$ cat src/mbs_pkg.sv
package mbs_pkg;

   // Check calculation constants.
   localparam logic [15:0] CRC_INIT    = 16'hffff;
   localparam logic [15:0] CRC_POLY    = 16'ha001;
   // Running the check over a frame and its own check bytes leaves zero.
   localparam logic [15:0] CRC_RESIDUE = 16'h0000;

   // Function codes and the exception flag.
   localparam logic [7:0] FC_RD_COILS   = 8'h01;
   localparam logic [7:0] FC_RD_REGS    = 8'h03;
   localparam logic [7:0] FC_FORCE_COIL = 8'h05;
   localparam logic [7:0] FC_WR_REGS    = 8'h10;
   localparam logic [7:0] FC_EXC_FLAG   = 8'h80;

   // Exception codes.
   localparam logic [7:0] EXC_ILL_FUNC  = 8'h01;
   localparam logic [7:0] EXC_ILL_ADDR  = 8'h02;
   localparam logic [7:0] EXC_ILL_VALUE = 8'h03;
   localparam logic [7:0] EXC_DEV_FAIL  = 8'h04;

   // Force values of a single coil.
   localparam logic [15:0] COIL_ON  = 16'hff00;
   localparam logic [15:0] COIL_OFF = 16'h0000;

   // Valid range of the configured slave address.
   localparam logic [7:0] DEV_ADDR_MIN = 8'h01;
   localparam logic [7:0] DEV_ADDR_MAX = 8'hc8;

   // Item count limits.
   localparam logic [15:0] CNT_MIN       = 16'h0001;
   localparam logic [15:0] MAX_COILS     = 16'h0010;
   localparam logic [15:0] MAX_REGS      = 16'h0020;
   localparam logic [15:0] COILS_PER_BYTE = 16'h0008;

   // Request byte positions.
   localparam logic [6:0] POS_ADDR     = 7'h00;
   localparam logic [6:0] POS_FUNC     = 7'h01;
   localparam logic [6:0] POS_START_HI = 7'h02;
   localparam logic [6:0] POS_START_LO = 7'h03;
   localparam logic [6:0] POS_CNT_HI   = 7'h04;
   localparam logic [6:0] POS_CNT_LO   = 7'h05;
   localparam logic [6:0] POS_BYTECNT  = 7'h06;
   localparam logic [6:0] POS_WDATA    = 7'h07;

   // Frame lengths in bytes; request lengths include the check bytes, reply lengths do not.
   localparam logic [6:0] RX_BUF_LEN    = 7'h49;
   localparam logic [6:0] MIN_FRAME_LEN = 7'h04;
   localparam logic [6:0] FIXED_REQ_LEN = 7'h08;
   localparam logic [6:0] WR_HDR_LEN    = 7'h09;
   localparam logic [6:0] RSP_HDR_LEN   = 7'h03;
   localparam logic [6:0] RSP_ECHO_LEN  = 7'h06;
   localparam logic [6:0] CRC_LEN       = 7'h02;

   // Idle gap in bit times: first whole bit time over 3.5 characters of 11 or 10 bits.
   localparam logic [5:0] GAP_TICKS_PARITY = 6'h27;
   localparam logic [5:0] GAP_TICKS_PLAIN  = 6'h24;

   typedef enum logic [1:0] {
      PAR_NONE = 2'b00,
      PAR_ODD  = 2'b01,
      PAR_EVEN = 2'b10
   } mbs_parity_t;

   typedef enum logic [2:0] {
      ST_RECV   = 3'b000,
      ST_CHECK  = 3'b001,
      ST_ACCESS = 3'b010,
      ST_WAIT   = 3'b011,
      ST_SEND   = 3'b100
   } mbs_state_t;

   typedef enum logic [2:0] {
      RK_EXC = 3'b000,
      RK_RC  = 3'b001,
      RK_FS  = 3'b010,
      RK_RR  = 3'b011,
      RK_WR  = 3'b100
   } mbs_kind_t;

   // One access to the coil and register map.
   typedef struct packed {
      logic        write;
      logic        coil;
      logic [15:0] addr;
      logic [15:0] wdata;
   } mbs_acc_req_t;

   // The map's answer to one access.
   typedef struct packed {
      logic        ack;
      logic        err;
      logic [7:0]  code;
      logic [15:0] rdata;
   } mbs_acc_rsp_t;

endpackage

$ cat src/mbs_crc16.sv
// Check register, one byte per clock.
module mbs_crc16 import mbs_pkg::*; (
   input  wire logic        clock,     // System clock.
   input  wire logic        rst,       // Synchronous reset, active high.
   input  wire logic        clear,     // Reload the start value.
   input  wire logic        byteValid, // Fold byteIn in this cycle.
   input  wire logic [7:0]  byteIn,    // Frame byte in link order.
   output logic      [15:0] crcReg     // Current check value.
);

   logic [15:0] crcNext;

   // Merge a byte, then eight shift steps.
   always_comb begin
      crcNext = crcReg ^ {8'h00, byteIn};              // RULE4
      for (int i = 0; i < 8; i++) begin                // RULE6
         if (crcNext[0]) begin
            crcNext = (crcNext >> 1) ^ CRC_POLY;        // RULE5
         end else begin
            crcNext = crcNext >> 1;                     // RULE5
         end
      end
   end

   // Clear wins, so each frame starts at ones.
   always_ff @(posedge clock) begin
      if (rst || clear) begin
         crcReg <= CRC_INIT;                           // RULE3
      end else if (byteValid) begin
         crcReg <= crcNext;
      end
   end

endmodule

$ cat src/mbs_frame_engine.sv
// Function
// RULE1 - Frames end with 16-bit check over bytes
// RULE2 - Check sent low byte first, high second
// RULE3 - Check register starts each frame at ones
// RULE4 - Each byte XORed into low check byte
// RULE5 - Shift right, fold 0xA001 when one out
// RULE6 - Eight shift steps per byte, result is check
// RULE7 - Read coils request: addr, 01, start, count, check
// RULE8 - Read coils reply: addr, 01, count, bits, check
// RULE9 - First requested coil in bit zero
// RULE10 - Coil failures answer 0x81 or 0x85 exception
// RULE11 - Register failures answer 0x83 or 0x90 exception
// RULE12 - Force coil request: addr, 05, coil, value, check
// RULE13 - FF00 sets, 0000 clears, others leave coil
// RULE14 - Successful force reply echoes the request
// RULE15 - Read registers request: count one to thirty-two
// RULE16 - Read registers reply: byte count twice registers
// RULE17 - Float spans two registers, MSB first
// RULE18 - Write registers request carries twice-n data bytes
// RULE19 - Write reply echoes address, count, fresh check
// RULE20 - Act only on own address, 1 to 200
// RULE21 - Frames separated by gap over 3.5 chars
// RULE22 - Eight data bits, optional parity, set baud
// RULE23 - Bad check frames dropped without reply
// RULE24 - Unknown function answered with exception 01
module mbs_frame_engine import mbs_pkg::*; (
   input  wire logic         clock,     // System clock, 50 MHz.
   input  wire logic         rst,       // Synchronous reset, active high.
   input  wire logic [7:0]   devAddr,   // Configured slave address.
   input  wire mbs_parity_t  parityMode,// Character parity setting.
   input  wire logic         bitTick,   // One pulse per bit time.
   input  wire logic         rxValid,   // Received character strobe.
   input  wire logic [7:0]   rxByte,    // Received character.
   input  wire logic         rxErr,     // Parity or framing error.
   input  wire logic         txReady,   // Transmitter takes txByte.
   output logic              txValid,   // Reply byte waiting.
   output logic      [7:0]   txByte,    // Reply byte.
   output logic              accReq,    // One-cycle access request.
   output mbs_acc_req_t      accCmd,    // Access command, held.
   input  wire mbs_acc_rsp_t accRsp,    // Map answer.
   output logic              frameDrop, // Frame discarded pulse.
   output logic              replyDone  // Reply fully sent pulse.
);

   mbs_state_t  state_reg;
   mbs_kind_t   kind_reg;
   logic [7:0]  excCode_reg;
   logic [4:0]  idx_reg;
   logic [6:0]  rxCount_reg;
   logic        rxBad_reg;
   logic [5:0]  gapCount_reg;
   logic [6:0]  txIdx_reg;
   logic [15:0] coilBits_reg;
   logic [7:0]  rxBuf [0:RX_BUF_LEN-1];
   logic [15:0] regData [0:31];
   logic [15:0] rxCrc;
   logic [15:0] txCrc;
   logic [5:0]  gapLimit;
   logic        frameEnd;
   logic        rxTake;
   logic [7:0]  func;
   logic [15:0] startAddr;
   logic [15:0] cnt;
   logic [15:0] forceVal;
   logic        frameOk;
   logic        funcKnown;
   logic        shapeOk;
   logic        forceValid;
   mbs_kind_t   reqKind;
   logic [4:0]  lastIdx;
   logic [6:0]  dataLen;
   logic [6:0]  replyLen;
   logic [6:0]  txLast;
   logic        txTake;
   logic [7:0]  payByte;
   logic [6:0]  dataOff;
   logic [6:0]  wrPos;

   // Request fields come from the buffer.
   assign func      = rxBuf[POS_FUNC];
   assign startAddr = {rxBuf[POS_START_HI], rxBuf[POS_START_LO]};
   assign cnt       = {rxBuf[POS_CNT_HI], rxBuf[POS_CNT_LO]};
   assign forceVal  = cnt;
   assign forceValid = (forceVal == COIL_ON) || (forceVal == COIL_OFF);

   // Parity lengthens the idle gap.
   assign gapLimit = (parityMode == PAR_NONE) ? GAP_TICKS_PLAIN
                                              : GAP_TICKS_PARITY; // RULE22
   assign frameEnd = (rxCount_reg != 7'h00) && (gapCount_reg == gapLimit);
   assign rxTake   = (state_reg == ST_RECV) && rxValid
                     && (rxCount_reg != RX_BUF_LEN);

   // Receive: store bytes, time the gap after the last.
   // Bytes during processing or reply are dropped:
   // the half-duplex master waits for the reply.
   always_ff @(posedge clock) begin
      if (rst || state_reg != ST_RECV) begin
         rxCount_reg  <= 7'h00;
         rxBad_reg    <= 1'b0;
         gapCount_reg <= 6'h00;
      end else if (rxValid) begin
         gapCount_reg <= 6'h00;                                   // RULE21
         if (rxTake) begin
            rxCount_reg <= rxCount_reg + 7'h01;
         end else begin
            rxBad_reg <= 1'b1;
         end
         if (rxErr) begin
            rxBad_reg <= 1'b1;
         end
      end else if (bitTick && rxCount_reg != 7'h00
                   && gapCount_reg != gapLimit) begin
         gapCount_reg <= gapCount_reg + 6'h01;                    // RULE21
      end
   end

   // Data only, so no reset.
   always_ff @(posedge clock) begin
      if (rxTake) begin
         rxBuf[rxCount_reg] <= rxByte;
      end
   end

   // Check over all bytes, check bytes included.
   mbs_crc16 rxCheck (
      .clock     (clock),
      .rst       (rst),
      .clear     (state_reg != ST_RECV),
      .byteValid (rxTake),
      .byteIn    (rxByte),
      .crcReg    (rxCrc)
   );

   // Accept: good check, length, own address.
   assign frameOk = !rxBad_reg
                    && (rxCrc == CRC_RESIDUE)                    // RULE23
                    && (rxCount_reg >= MIN_FRAME_LEN)
                    && (devAddr >= DEV_ADDR_MIN)
                    && (devAddr <= DEV_ADDR_MAX)
                    && (rxBuf[POS_ADDR] == devAddr);              // RULE20

   // Function decode and request shape checks.
   always_comb begin
      funcKnown = 1'b1;
      shapeOk   = 1'b0;
      reqKind   = RK_EXC;
      wrPos     = WR_HDR_LEN + {cnt[5:0], 1'b0};
      case (func)
         FC_RD_COILS: begin
            reqKind = RK_RC;
            shapeOk = (rxCount_reg == FIXED_REQ_LEN)
                      && (cnt >= CNT_MIN) && (cnt <= MAX_COILS); // RULE7
         end
         FC_FORCE_COIL: begin
            reqKind = RK_FS;
            shapeOk = (rxCount_reg == FIXED_REQ_LEN);             // RULE12
         end
         FC_RD_REGS: begin
            reqKind = RK_RR;
            shapeOk = (rxCount_reg == FIXED_REQ_LEN)
                      && (cnt >= CNT_MIN) && (cnt <= MAX_REGS);  // RULE15
         end
         FC_WR_REGS: begin
            reqKind = RK_WR;
            shapeOk = (cnt >= CNT_MIN) && (cnt <= MAX_REGS)
                      && (rxBuf[POS_BYTECNT] == {1'b0, wrPos - WR_HDR_LEN})
                      && (rxCount_reg == wrPos);                  // RULE18
         end
         default: begin
            funcKnown = 1'b0;
         end
      endcase
   end

   // A coil write is one access; others run the count.
   assign lastIdx = (kind_reg == RK_FS) ? 5'h00 : 5'(cnt - CNT_MIN);

   // Check, walk the accesses, then reply.
   always_ff @(posedge clock) begin
      if (rst) begin
         state_reg   <= ST_RECV;
         kind_reg    <= RK_EXC;
         excCode_reg <= 8'h00;
         idx_reg     <= 5'h00;
      end else begin
         case (state_reg)
            ST_RECV: begin
               if (frameEnd) begin
                  state_reg <= ST_CHECK;
               end
            end
            ST_CHECK: begin
               idx_reg <= 5'h00;
               if (!frameOk) begin
                  state_reg <= ST_RECV;                           // RULE23
               end else if (!funcKnown) begin
                  kind_reg    <= RK_EXC;
                  excCode_reg <= EXC_ILL_FUNC;                    // RULE24
                  state_reg   <= ST_SEND;
               end else if (!shapeOk) begin
                  kind_reg    <= RK_EXC;
                  excCode_reg <= EXC_ILL_VALUE;
                  state_reg   <= ST_SEND;
               end else if (reqKind == RK_FS && !forceValid) begin
                  kind_reg  <= RK_FS;                             // RULE13
                  state_reg <= ST_SEND;
               end else begin
                  kind_reg  <= reqKind;
                  state_reg <= ST_ACCESS;
               end
            end
            ST_ACCESS: begin
               state_reg <= ST_WAIT;
            end
            ST_WAIT: begin
               if (accRsp.ack) begin
                  if (accRsp.err) begin
                     kind_reg    <= RK_EXC;                 // RULE10 RULE11
                     excCode_reg <= accRsp.code;
                     state_reg   <= ST_SEND;
                  end else if (idx_reg == lastIdx) begin
                     state_reg <= ST_SEND;
                  end else begin
                     idx_reg   <= idx_reg + 5'h01;
                     state_reg <= ST_ACCESS;
                  end
               end
            end
            ST_SEND: begin
               if (txTake && txIdx_reg == txLast) begin
                  state_reg <= ST_RECV;
               end
            end
            default: begin
               state_reg <= ST_RECV;
            end
         endcase
      end
   end

   // Access command to the map.
   always_ff @(posedge clock) begin
      if (rst) begin
         accReq <= 1'b0;
         accCmd <= '0;
      end else begin
         accReq <= (state_reg == ST_ACCESS);
         if (state_reg == ST_ACCESS) begin
            accCmd.addr  <= startAddr + {11'h000, idx_reg};
            accCmd.coil  <= (kind_reg == RK_RC) || (kind_reg == RK_FS);
            accCmd.write <= (kind_reg == RK_FS) || (kind_reg == RK_WR);
            if (kind_reg == RK_FS) begin
               accCmd.wdata <= {15'h0000, forceVal == COIL_ON};   // RULE13
            end else begin
               accCmd.wdata <= {rxBuf[POS_WDATA + {1'b0, idx_reg, 1'b0}],
                  rxBuf[POS_WDATA + {1'b0, idx_reg, 1'b0} + 7'h01]};
            end
         end
      end
   end

   // Read results; unrequested coil bits stay zero.
   always_ff @(posedge clock) begin
      if (rst || state_reg == ST_CHECK) begin
         coilBits_reg <= 16'h0000;
      end else if (state_reg == ST_WAIT && accRsp.ack && !accRsp.err
                   && kind_reg == RK_RC) begin
         coilBits_reg[idx_reg[3:0]] <= accRsp.rdata[0];           // RULE9
      end
   end

   always_ff @(posedge clock) begin
      if (state_reg == ST_WAIT && accRsp.ack && !accRsp.err
          && kind_reg == RK_RR) begin
         regData[idx_reg] <= accRsp.rdata;
      end
   end

   // Data bytes of a read reply.
   assign dataLen = (kind_reg == RK_RR) ? {cnt[5:0], 1'b0}       // RULE16
                  : ((cnt > COILS_PER_BYTE) ? 7'h02 : 7'h01);     // RULE8
   always_comb begin
      case (kind_reg)
         RK_RC, RK_RR: replyLen = RSP_HDR_LEN + dataLen;
         RK_FS, RK_WR: replyLen = RSP_ECHO_LEN;             // RULE14 RULE19
         default:      replyLen = RSP_HDR_LEN;
      endcase
   end
   assign txLast  = replyLen + CRC_LEN;
   assign txTake  = !txValid || txReady;
   assign dataOff = txIdx_reg - RSP_HDR_LEN;

   // Payload byte at the send position.
   always_comb begin
      payByte = 8'h00;
      if (txIdx_reg == POS_ADDR) begin
         payByte = rxBuf[POS_ADDR];
      end else if (kind_reg == RK_FS || kind_reg == RK_WR) begin
         payByte = rxBuf[txIdx_reg];                       // RULE14 RULE19
      end else if (txIdx_reg == POS_FUNC) begin
         payByte = (kind_reg == RK_EXC) ? (func | FC_EXC_FLAG)    // RULE10
                                        : func;                   // RULE11
      end else if (txIdx_reg == POS_START_HI) begin
         payByte = (kind_reg == RK_EXC) ? excCode_reg : {1'b0, dataLen};
      end else if (kind_reg == RK_RC) begin
         payByte = dataOff[0] ? coilBits_reg[15:8] : coilBits_reg[7:0];
      end else begin
         // High byte first keeps a float MSB first.
         payByte = dataOff[0] ? regData[dataOff[5:1]][7:0]
                              : regData[dataOff[5:1]][15:8];      // RULE17
      end
   end

   // Check over the reply as it is loaded.
   mbs_crc16 txCheck (
      .clock     (clock),
      .rst       (rst),
      .clear     (state_reg != ST_SEND),
      .byteValid ((state_reg == ST_SEND) && txTake
                  && (txIdx_reg < replyLen)),
      .byteIn    (payByte),
      .crcReg    (txCrc)
   );

   // Send; the check trails, low byte first.
   always_ff @(posedge clock) begin
      if (rst || state_reg != ST_SEND) begin
         txValid   <= 1'b0;
         txByte    <= 8'h00;
         txIdx_reg <= 7'h00;
      end else if (txTake) begin
         if (txIdx_reg == txLast) begin
            txValid <= 1'b0;
         end else begin
            txValid   <= 1'b1;
            txIdx_reg <= txIdx_reg + 7'h01;
            if (txIdx_reg < replyLen) begin
               txByte <= payByte;
            end else if (txIdx_reg == replyLen) begin
               txByte <= txCrc[7:0];                        // RULE1 RULE2
            end else begin
               txByte <= txCrc[15:8];                             // RULE2
            end
         end
      end
   end

   // Event pulses.
   always_ff @(posedge clock) begin
      if (rst) begin
         frameDrop <= 1'b0;
         replyDone <= 1'b0;
      end else begin
         frameDrop <= (state_reg == ST_CHECK) && !frameOk;
         replyDone <= (state_reg == ST_SEND) && txTake
                      && (txIdx_reg == txLast);
      end
   end

endmodule

$ cat config.mk
export PLATFORM = sky130hd
export DESIGN_NAME = mbs_frame_engine
export DESIGN_NICKNAME = d
export VERILOG_FILES = /design/src/mbs_pkg.sv /design/src/mbs_crc16.sv /design/src/mbs_frame_engine.sv
export SDC_FILE = /design/constraint.sdc
export NUM_CORES = 2
export LEC_CHECK = 0
export BUFFER_PORTS_ARGS = -buffer_cell sky130_fd_sc_hd__buf_2
export CORE_MARGIN = 1.5
export CORE_UTILIZATION = 42
export CTS_BUF_LIST = sky130_fd_sc_hd__clkbuf_8 sky130_fd_sc_hd__clkbuf_16
export CTS_CLUSTER_SIZE = 24
export DETAILED_ROUTE_END_ITERATION = 10
export GPL_ROUTABILITY_DRIVEN = 0
export GPL_TIMING_DRIVEN = 0
export SYNTH_ARGS = -nofsm -noshare
export SYNTH_HDL_FRONTEND = slang
export SYNTH_SLANG_ARGS = --single-unit
$ cat constraint.sdc
create_clock -name clock -period 7.4 [get_ports clock]
set_clock_uncertainty 0.1 [all_clocks]
set_input_delay 1.48 -clock clock [delete_from_list [all_inputs] [get_ports clock]]
set_output_delay 1.48 -clock clock [all_outputs]
set_load 0.05 [all_outputs]
# [Word level (Yosys, flattened, before mapping)]
# Memory sizes are Yosys's and may differ from the RTL's. A register that Yosys moved wholly into a read port is not among the register bits.
# Index checks and enable logic that the tools add are counted.
[totals] ram_bits=1096 memories=2 out_inout_bits=46 latchBits=0 input_bits=50 rom_bits=0 register_bits=134 wordCells=234
[memory_table] name="rxBuf" words=73 width=8 rd=10 rd_clocked_by_memory_dff=1 wr=1 line="mbs_frame_engine.sv:54" rtl="logic [7:0] rxBuf [0:RX_BUF_LEN-1];"
[memory_table] name="regData" words=32 width=16 rd=1 rd_clocked_by_memory_dff=0 wr=1 line="mbs_frame_engine.sv:55" rtl="logic [15:0] regData [0:31];"
[op_classes] n_bitwise=19 n_eq_ne=36 muxes=75 div_mod_pow=0 addsub=13 n_reduce_logical=59 magnitude_cmp=10 shift=0 n_mul=0
[ops] cell="$mux W16" count=17
[ops] cell="$mux W8" count=16
[ops] cell="$not A2 Y3" count=16
[ops] cell="$mux W3" count=15
[ops] cell="$logic_not A16 Y1" count=2
[ops] cell="$xor A16 B8 Y16" count=2
[ops] cell="$logic_and A1 B1 Y1" count=27
[ops] cell="$add A7 B1 Y7 const B" count=3
[ops] cell="$eq A7 B7 Y1" count=3
[ops] cell="$mux W7" count=3
[ops] cell="$mux W5" count=4
[ops] cell="$add A16 B5 Y16" count=1
[ops] cell="$bwmux W16" count=1
[ops] cell="$eq A16 B16 Y1 const B" count=1
[ops] cell="$ge A16 B1 Y1 const B" count=1
[ops] cell="$gt A16 B4 Y1 const B" count=1
[ops] cell="$le A16 B5 Y1 const B" count=1
[ops] cell="$le A16 B6 Y1 const B" count=1
[ops] cell="$ne A2 B2 Y1 const B" count=8
[ops] cell="$pmux W8 S2" count=1
[ops] cell="$eq A3 B2 Y1 const B" count=5
[ops] cell="$pmux W3 S5" count=1
[ops] cell="$pmux W7 S2" count=1
[ops] cell="$pmux W3 S4" count=1
[ops] cell="other kinds (52)" count=80

# [Depth between registers and ports, before layout]
# An unclocked memory read counts as a cell.
[logic_depth] ltp_word=26 mapped_depth=23 mapped_depth_nobuf=20

# [Cells and area by module]
# Synthesis repeated with hierarchy kept, for this count alone.
[hier_totals] hier_cells=3512 area_unflattened_um2=58740.1
[modules_own_cells] module="mbs_frame_engine" seq_area_each_um2=36775.3 area_each_um2=57128.5 cells_each=3330 instances=1
[modules_own_cells] module="mbs_crc16" seq_area_each_um2=320.3 area_each_um2=805.8 cells_each=91 instances=2

# [Worst setup path after synthesis]
# OpenSTA, ideal clock, no wires.
[synth_timing] kind="register to register" startpoint="register txIdx_reg[0]" endpoint="register txCheck.crcReg[0]" arrival_ps=4447 required_ps=7225 path_buffers=7 period_less_slack_ps=4622 stages_incl_launch_ff=19 setup_ps=75 path_slack_ps=2778 cell_sequence="dfxtp_1 -> buf_2 -> inv_1 -> clkbuf_1 -> ha_1 -> buf_6 -> buf_6 -> buf_6 -> buf_6 -> buf_6 -> mux4_2 -> a221oi_1 -> o21ai_0 -> and4_1 -> o221ai_1 -> xor2_1 -> xnor2_1 -> xnor3_1 -> a22oi_2"
[synth_via] elab_cells_between_ends=30 cone_classes="add/sub (1); order compare (1); eq/ne (2); mux (15); bitwise (8); reduce/logical (2); memory (1)"
[synth_rtl] item="start: declaration" line="mbs_frame_engine.sv:52" rtl="logic [6:0] txIdx_reg;"
[synth_rtl] item="start signal: assignment" line="mbs_frame_engine.sv:336" rtl="txIdx_reg <= txIdx_reg + 7'h01;"
[synth_rtl] item="$sub A6 B2 Y6 *" line="mbs_frame_engine.sv:291" rtl="assign dataOff = txIdx_reg - RSP_HDR_LEN;"
[synth_rtl] item="net dataOff[0]" line="mbs_frame_engine.sv:76" rtl="logic [6:0] dataOff;"
[synth_rtl] item="$mux W8, on equally long branches" line="mbs_frame_engine.sv:309, mbs_frame_engine.sv:306"
[synth_rtl] item="$mux W8 *" line="mbs_frame_engine.sv:305" rtl="end else if (kind_reg == RK_RC) begin"
[synth_rtl] item="$mux W8 *" line="mbs_frame_engine.sv:303" rtl="end else if (txIdx_reg == POS_START_HI) begin"
[synth_rtl] item="$mux W8 *" line="mbs_frame_engine.sv:300" rtl="end else if (txIdx_reg == POS_FUNC) begin"
[synth_rtl] item="$mux W8 *" line="mbs_frame_engine.sv:298" rtl="end else if (kind_reg == RK_FS || kind_reg == RK_WR) begin"
[synth_rtl] item="$mux W8 *" line="mbs_frame_engine.sv:296" rtl="if (txIdx_reg == POS_ADDR) begin"
[synth_rtl] item="$xor A16 B8 Y16 *" line="mbs_crc16.sv:15" rtl="crcNext = crcReg ^ {8'h00, byteIn};"
[synth_rtl] item="$mux W16 * (6 in a row)" line="mbs_crc16.sv:17" rtl="if (crcNext[0]) begin"
[synth_rtl] item="$not A2 Y3 (no line) / $mux W16 (equally long branches)"
[synth_rtl] item="$mux W16 * (2 in a row)" line="mbs_crc16.sv:17"
[synth_rtl] item="end signal: assignment" line="mbs_crc16.sv:30" rtl="crcReg <= crcNext;"
[synth_rtl] item="end: declaration" line="mbs_crc16.sv:8" rtl="output logic [15:0] crcReg"
# Mark *: on every way through the listed nets, which the timed path passes. The rest lies on a longest branch.
# A chain may end at the register's enable or synchronous reset.

# [Worst setup path in the final report]
[layout_timing] startpoint="register idx_reg[0]" endpoint="register accCmd[13] (netlist name)"
[layout_via] elab_chain_len=3
[layout_rtl] item="start: declaration" line="mbs_frame_engine.sv:48" rtl="logic [4:0] idx_reg;"
[layout_rtl] item="start signal: assignment" line="mbs_frame_engine.sv:224" rtl="idx_reg <= idx_reg + 5'h01;"
[layout_rtl] item="$add A3 B6 Y7" line="mbs_frame_engine.sv:255" rtl="accCmd.wdata <= {rxBuf[POS_WDATA + {1'b0, idx_reg, 1'b0}],"
[layout_rtl] item="$mem_v2 Z73 W8"
[layout_rtl] item="$mux W16" line="mbs_frame_engine.sv:252" rtl="if (kind_reg == RK_FS) begin"
[layout_rtl] item="end: declaration" line="mbs_frame_engine.sv:39" rtl="output mbs_acc_req_t accCmd,"
# Every way passes these cells.

==> impl_results.md <==
- Status: complete, but fails checks
- Failing checks: max-capacitance violations, max-slew violations, negative setup slack
- # DRC: 0
- Mux cell area share after synthesis: 19.9%
- Fin nets: 3980
- RSZ-0062 raised after global routing: false
- Vias in the first global route: between 30000 and 40000
- Synth Instances: 3631
- Tmin final: 7.50 ns
- Syn Area/Cell: 16.3 µm²
- Total GRT Usage: a little under a third
- Synth Area in Compound Gates: 5.05%
- Share of cells above drive strength 1: 23.5%
- Critical path capture point: accCmd[13]
- Core Box Area: 140000 µm²
- CTS tree: built
- Largest net degree at the start of global routing: 82
- Crit path from: idx_reg[0]
- Relative slew margins: -0.212%
- PD cells: 227 nW/µm²
- Main synth FF type: edfxtp_1
- Critical Path Source Type: register
- Least-Margin Pin Slew: between 1.5 and 2 ns
- Internal Dissipation: 0.0119 W
- Max reg flops: 640
- Distinct cells, synth: 100
- Drt via density: 6.57
- CTS buffer count: 140
- Placement Rows: about 140
- Initial drt markers: 6124
- Area growth from synthesis to layout: 13.4%
- Synth Area in Simple Gates: 6.86%
- Top reg by flops: rxBuf
- MaxCap Viol Count: 1
- Root buffer cell: clkbuf_16
- Crit path arrival time: approximately 8.0 ns
- Tot Pwr: 0.0152 W
- Sequential share of power: between 50% and 60%
- Placed wire-length estimate: 151 mm
- Synth async-reset ratio: 0%
- Sequential area share after synthesis: 63.2%
- Pleak: 20.9 nW
- Hold Buf Count CTS: 0
- Syn. warnings: 0
- Hold/Removal Path Class: register to register
- Final critical-path share of the clock period: 101%
- Synth top area share: 58.4%
- Adder-cell share of the synthesized area: 0.710%
- Die W: ~380 µm
- Max Root-Sink Buffers: 3
- # setup viols final: 5
- Die height: 379 µm
- Postcts setup bufs: 0
- Net Switching: 0.00332 W
- R2R Setup Slk: -0.1 ns
- R2r endpoint: accCmd[13]
- Via count: between 30000 and 40000
- Commonest non-fill, non-tap cell in the layout: edfxtp_1
- Worst r2r path cells: 14
- Net Sw Frac: 21.8%
- Starting Density: 42.4%
- Worst Setup Slack, final: -0.0963 ns
- Post-synth EDFFs: 1152
- Routed WL: approximately 220 mm
- First-pass GRT wire length: 295 mm
- Synth Cell Area: 59200 µm²
- CP max FO: 10
- Largest family of logic cells by synthesized area: multiplexers
- Final hold violations: 0
- Final ANT Viol Nets: 0
- H-tree level count: 4
- Post-DR wirelength/cell: 36.7 µm
- Clock power share: between 40% and 50%
- WP data required: 7.94 ns
- Peak supply drop: 235 µV
- Final core utilization: 48.1%
- Initial antenna violation count: 20
- Syn nets: 3714
- CP endpoint kind: register
- Achievable Freq: 0.133 GHz
- Post-Synth XOR/XNOR Area: 2.01%
- Top cells by area, synth: edfxtp_1, mux4_2, dfxtp_1
- Clk sinks: roughly 1300
- Clock transition at path regs: 0.06 ns
- Drt pass-1 iters: 8
- Slew Viols, Final: 10
- Hold_sp: txByte[6]
- Gr ovfl total: 0
- FF+latch count, synth: 1293
- Crit Path Category: register to register
- Full die area: 143000 µm²
- Clk Latency, worst-skew pair: 0.81 ns
- Most frequent cells in the layout: edfxtp_1, mux4_2, nor2_1, nand2_1, mux2i_1
- Worst reg2reg startpoint: idx_reg[0]
- Gate power share: under 10%
- Synth area leader: edfxtp_1
- # IOs: 96
- Biggest regs: rxBuf x640, regData x512, accCmd x34
- IO Port Bufs: 95
-- stage by stage --
| step | hold WS [ns] | setup slack (ns) | setup TNS (ns) | instances | area, µm² |
|---|---|---|---|---|---|
| floorplan | 0.326 | 2.78 | 0 | 3631 | 59200 |
| global placement | 0.343 | -0.306 | -0.754 | 5602 | 62100 |
| detailed placement | 0.346 | -0.321 | -0.788 | 5631 | 62700 |
| CTS | 0.354 | 0.0551 | 0 | 5883 | 67200 |
| global route | 0.374 | 0.0296 | 0 | 5885 | 67200 |
| finish | 0.354 | -0.0963 | -0.250 | 5888 | 67200 |
-- final cells by class --
class / instances / area (µm²)
multi-input cells: 2071 / 20600
clock inverters: 105 / 792
fillers: 11800 / 72500
diodes: 5 / 12.5
plain buffers: 232 / 1230
clock buffers: 147 / 3640
repair buffers: 124 / 975
flip-flops and latches: 1293 / 37400
well taps: 1876 / 2350
inverters: 35 / 131
-- what timing repair did --
| action | in CTS | in global routing |
|---|---|---|
| endpoints found under the hold margin | 0 | 0 |
| endpoints found under the setup margin | 3 | 4 |
| pin swaps | 0 | 0 |
| gates resized for setup | 2 | 5 |
-- Yosys cell counts, drive strengths merged, types with 6 or more instances --
library cell,count
a21o,9
edfxtp,1152
o22ai,8
xnor2,62
nand4,24
o211ai,24
nor2b,30
dfxtp,141
and2,22
clkbuf,121
xor2,47
nand4b,7
a211oi,40
a2111oi,10
a31oi,17
nor3,48
nand2,244
nand2b,21
a221oi,11
a22oi,35
and3,16
nor2,300
a221o,6
or2,12
mux4,450
mux2,13
a21oi,94
nand3b,14
or3,10
inv,34
o21ai,85
ha,32
xnor3,6
a211o,7
a32oi,18
nand3,78
buf,111
or4,8
mux2i,151
o2111ai,8
a41oi,9
nor4,19
-- power by group through the flow --
stage	Combinational (W)	Clock (W)	Sequential [W]
floorplan	0.000165	0	0.00814
global placement	0.000343	0	0.00815
detailed placement	0.000358	0	0.00815
CTS	0.000360	0.00688	0.00800
global route	0.000391	0.00715	0.00799
finish	0.000369	0.00687	0.00800
-- how the worst min path moves through the flow --
stage           endpoint  slack (ns)  cells past startpoint
2_1_floorplan  rxBad_reg        0.33                      2
3_3_place_gp   txByte[4]        0.34                      2
3_5_place_dp   txByte[6]        0.35                      2
4_1_cts        txByte[6]        0.35                      2
5_1_grt        txByte[4]        0.37                      2
6_report       txByte[6]        0.35                      2
-- cells by family after synthesis --
family | after synthesis
DFF | 1293
and+or+nand+nor | 873
muxes | 614
AOI/OAI and AO/OA | 434
buffers and inverters | 267
xor gates and xnor gates | 117
adders and majority gates | 33
-- metal layers --
layer	share of wire, %	up-vias	track usage (%)
li1	-	15200	-
met1	37	20000	40.1
met2	44	2932	44.5
met3	13	551	10.1
met4	5.2	20	14.0
met5	0.052	-	0
-- worst max-delay path, stage by stage, from the launching register on --
cell	delay [ns]
dfxtp_1	0.42
clkbuf_1	0.49
buf_1	0.73
clkbuf_1	0.83
inv_1	0.34
ha_1	0.38
clkbuf_1	0.54
clkbuf_1	0.57
buf_1	0.90
mux4_2	0.44
mux4_2	0.59
mux2i_1	0.47
nand2_1	0.19
a32oi_1	0.23
nor2_1	0.06
(Power assumes the default switching activity.)
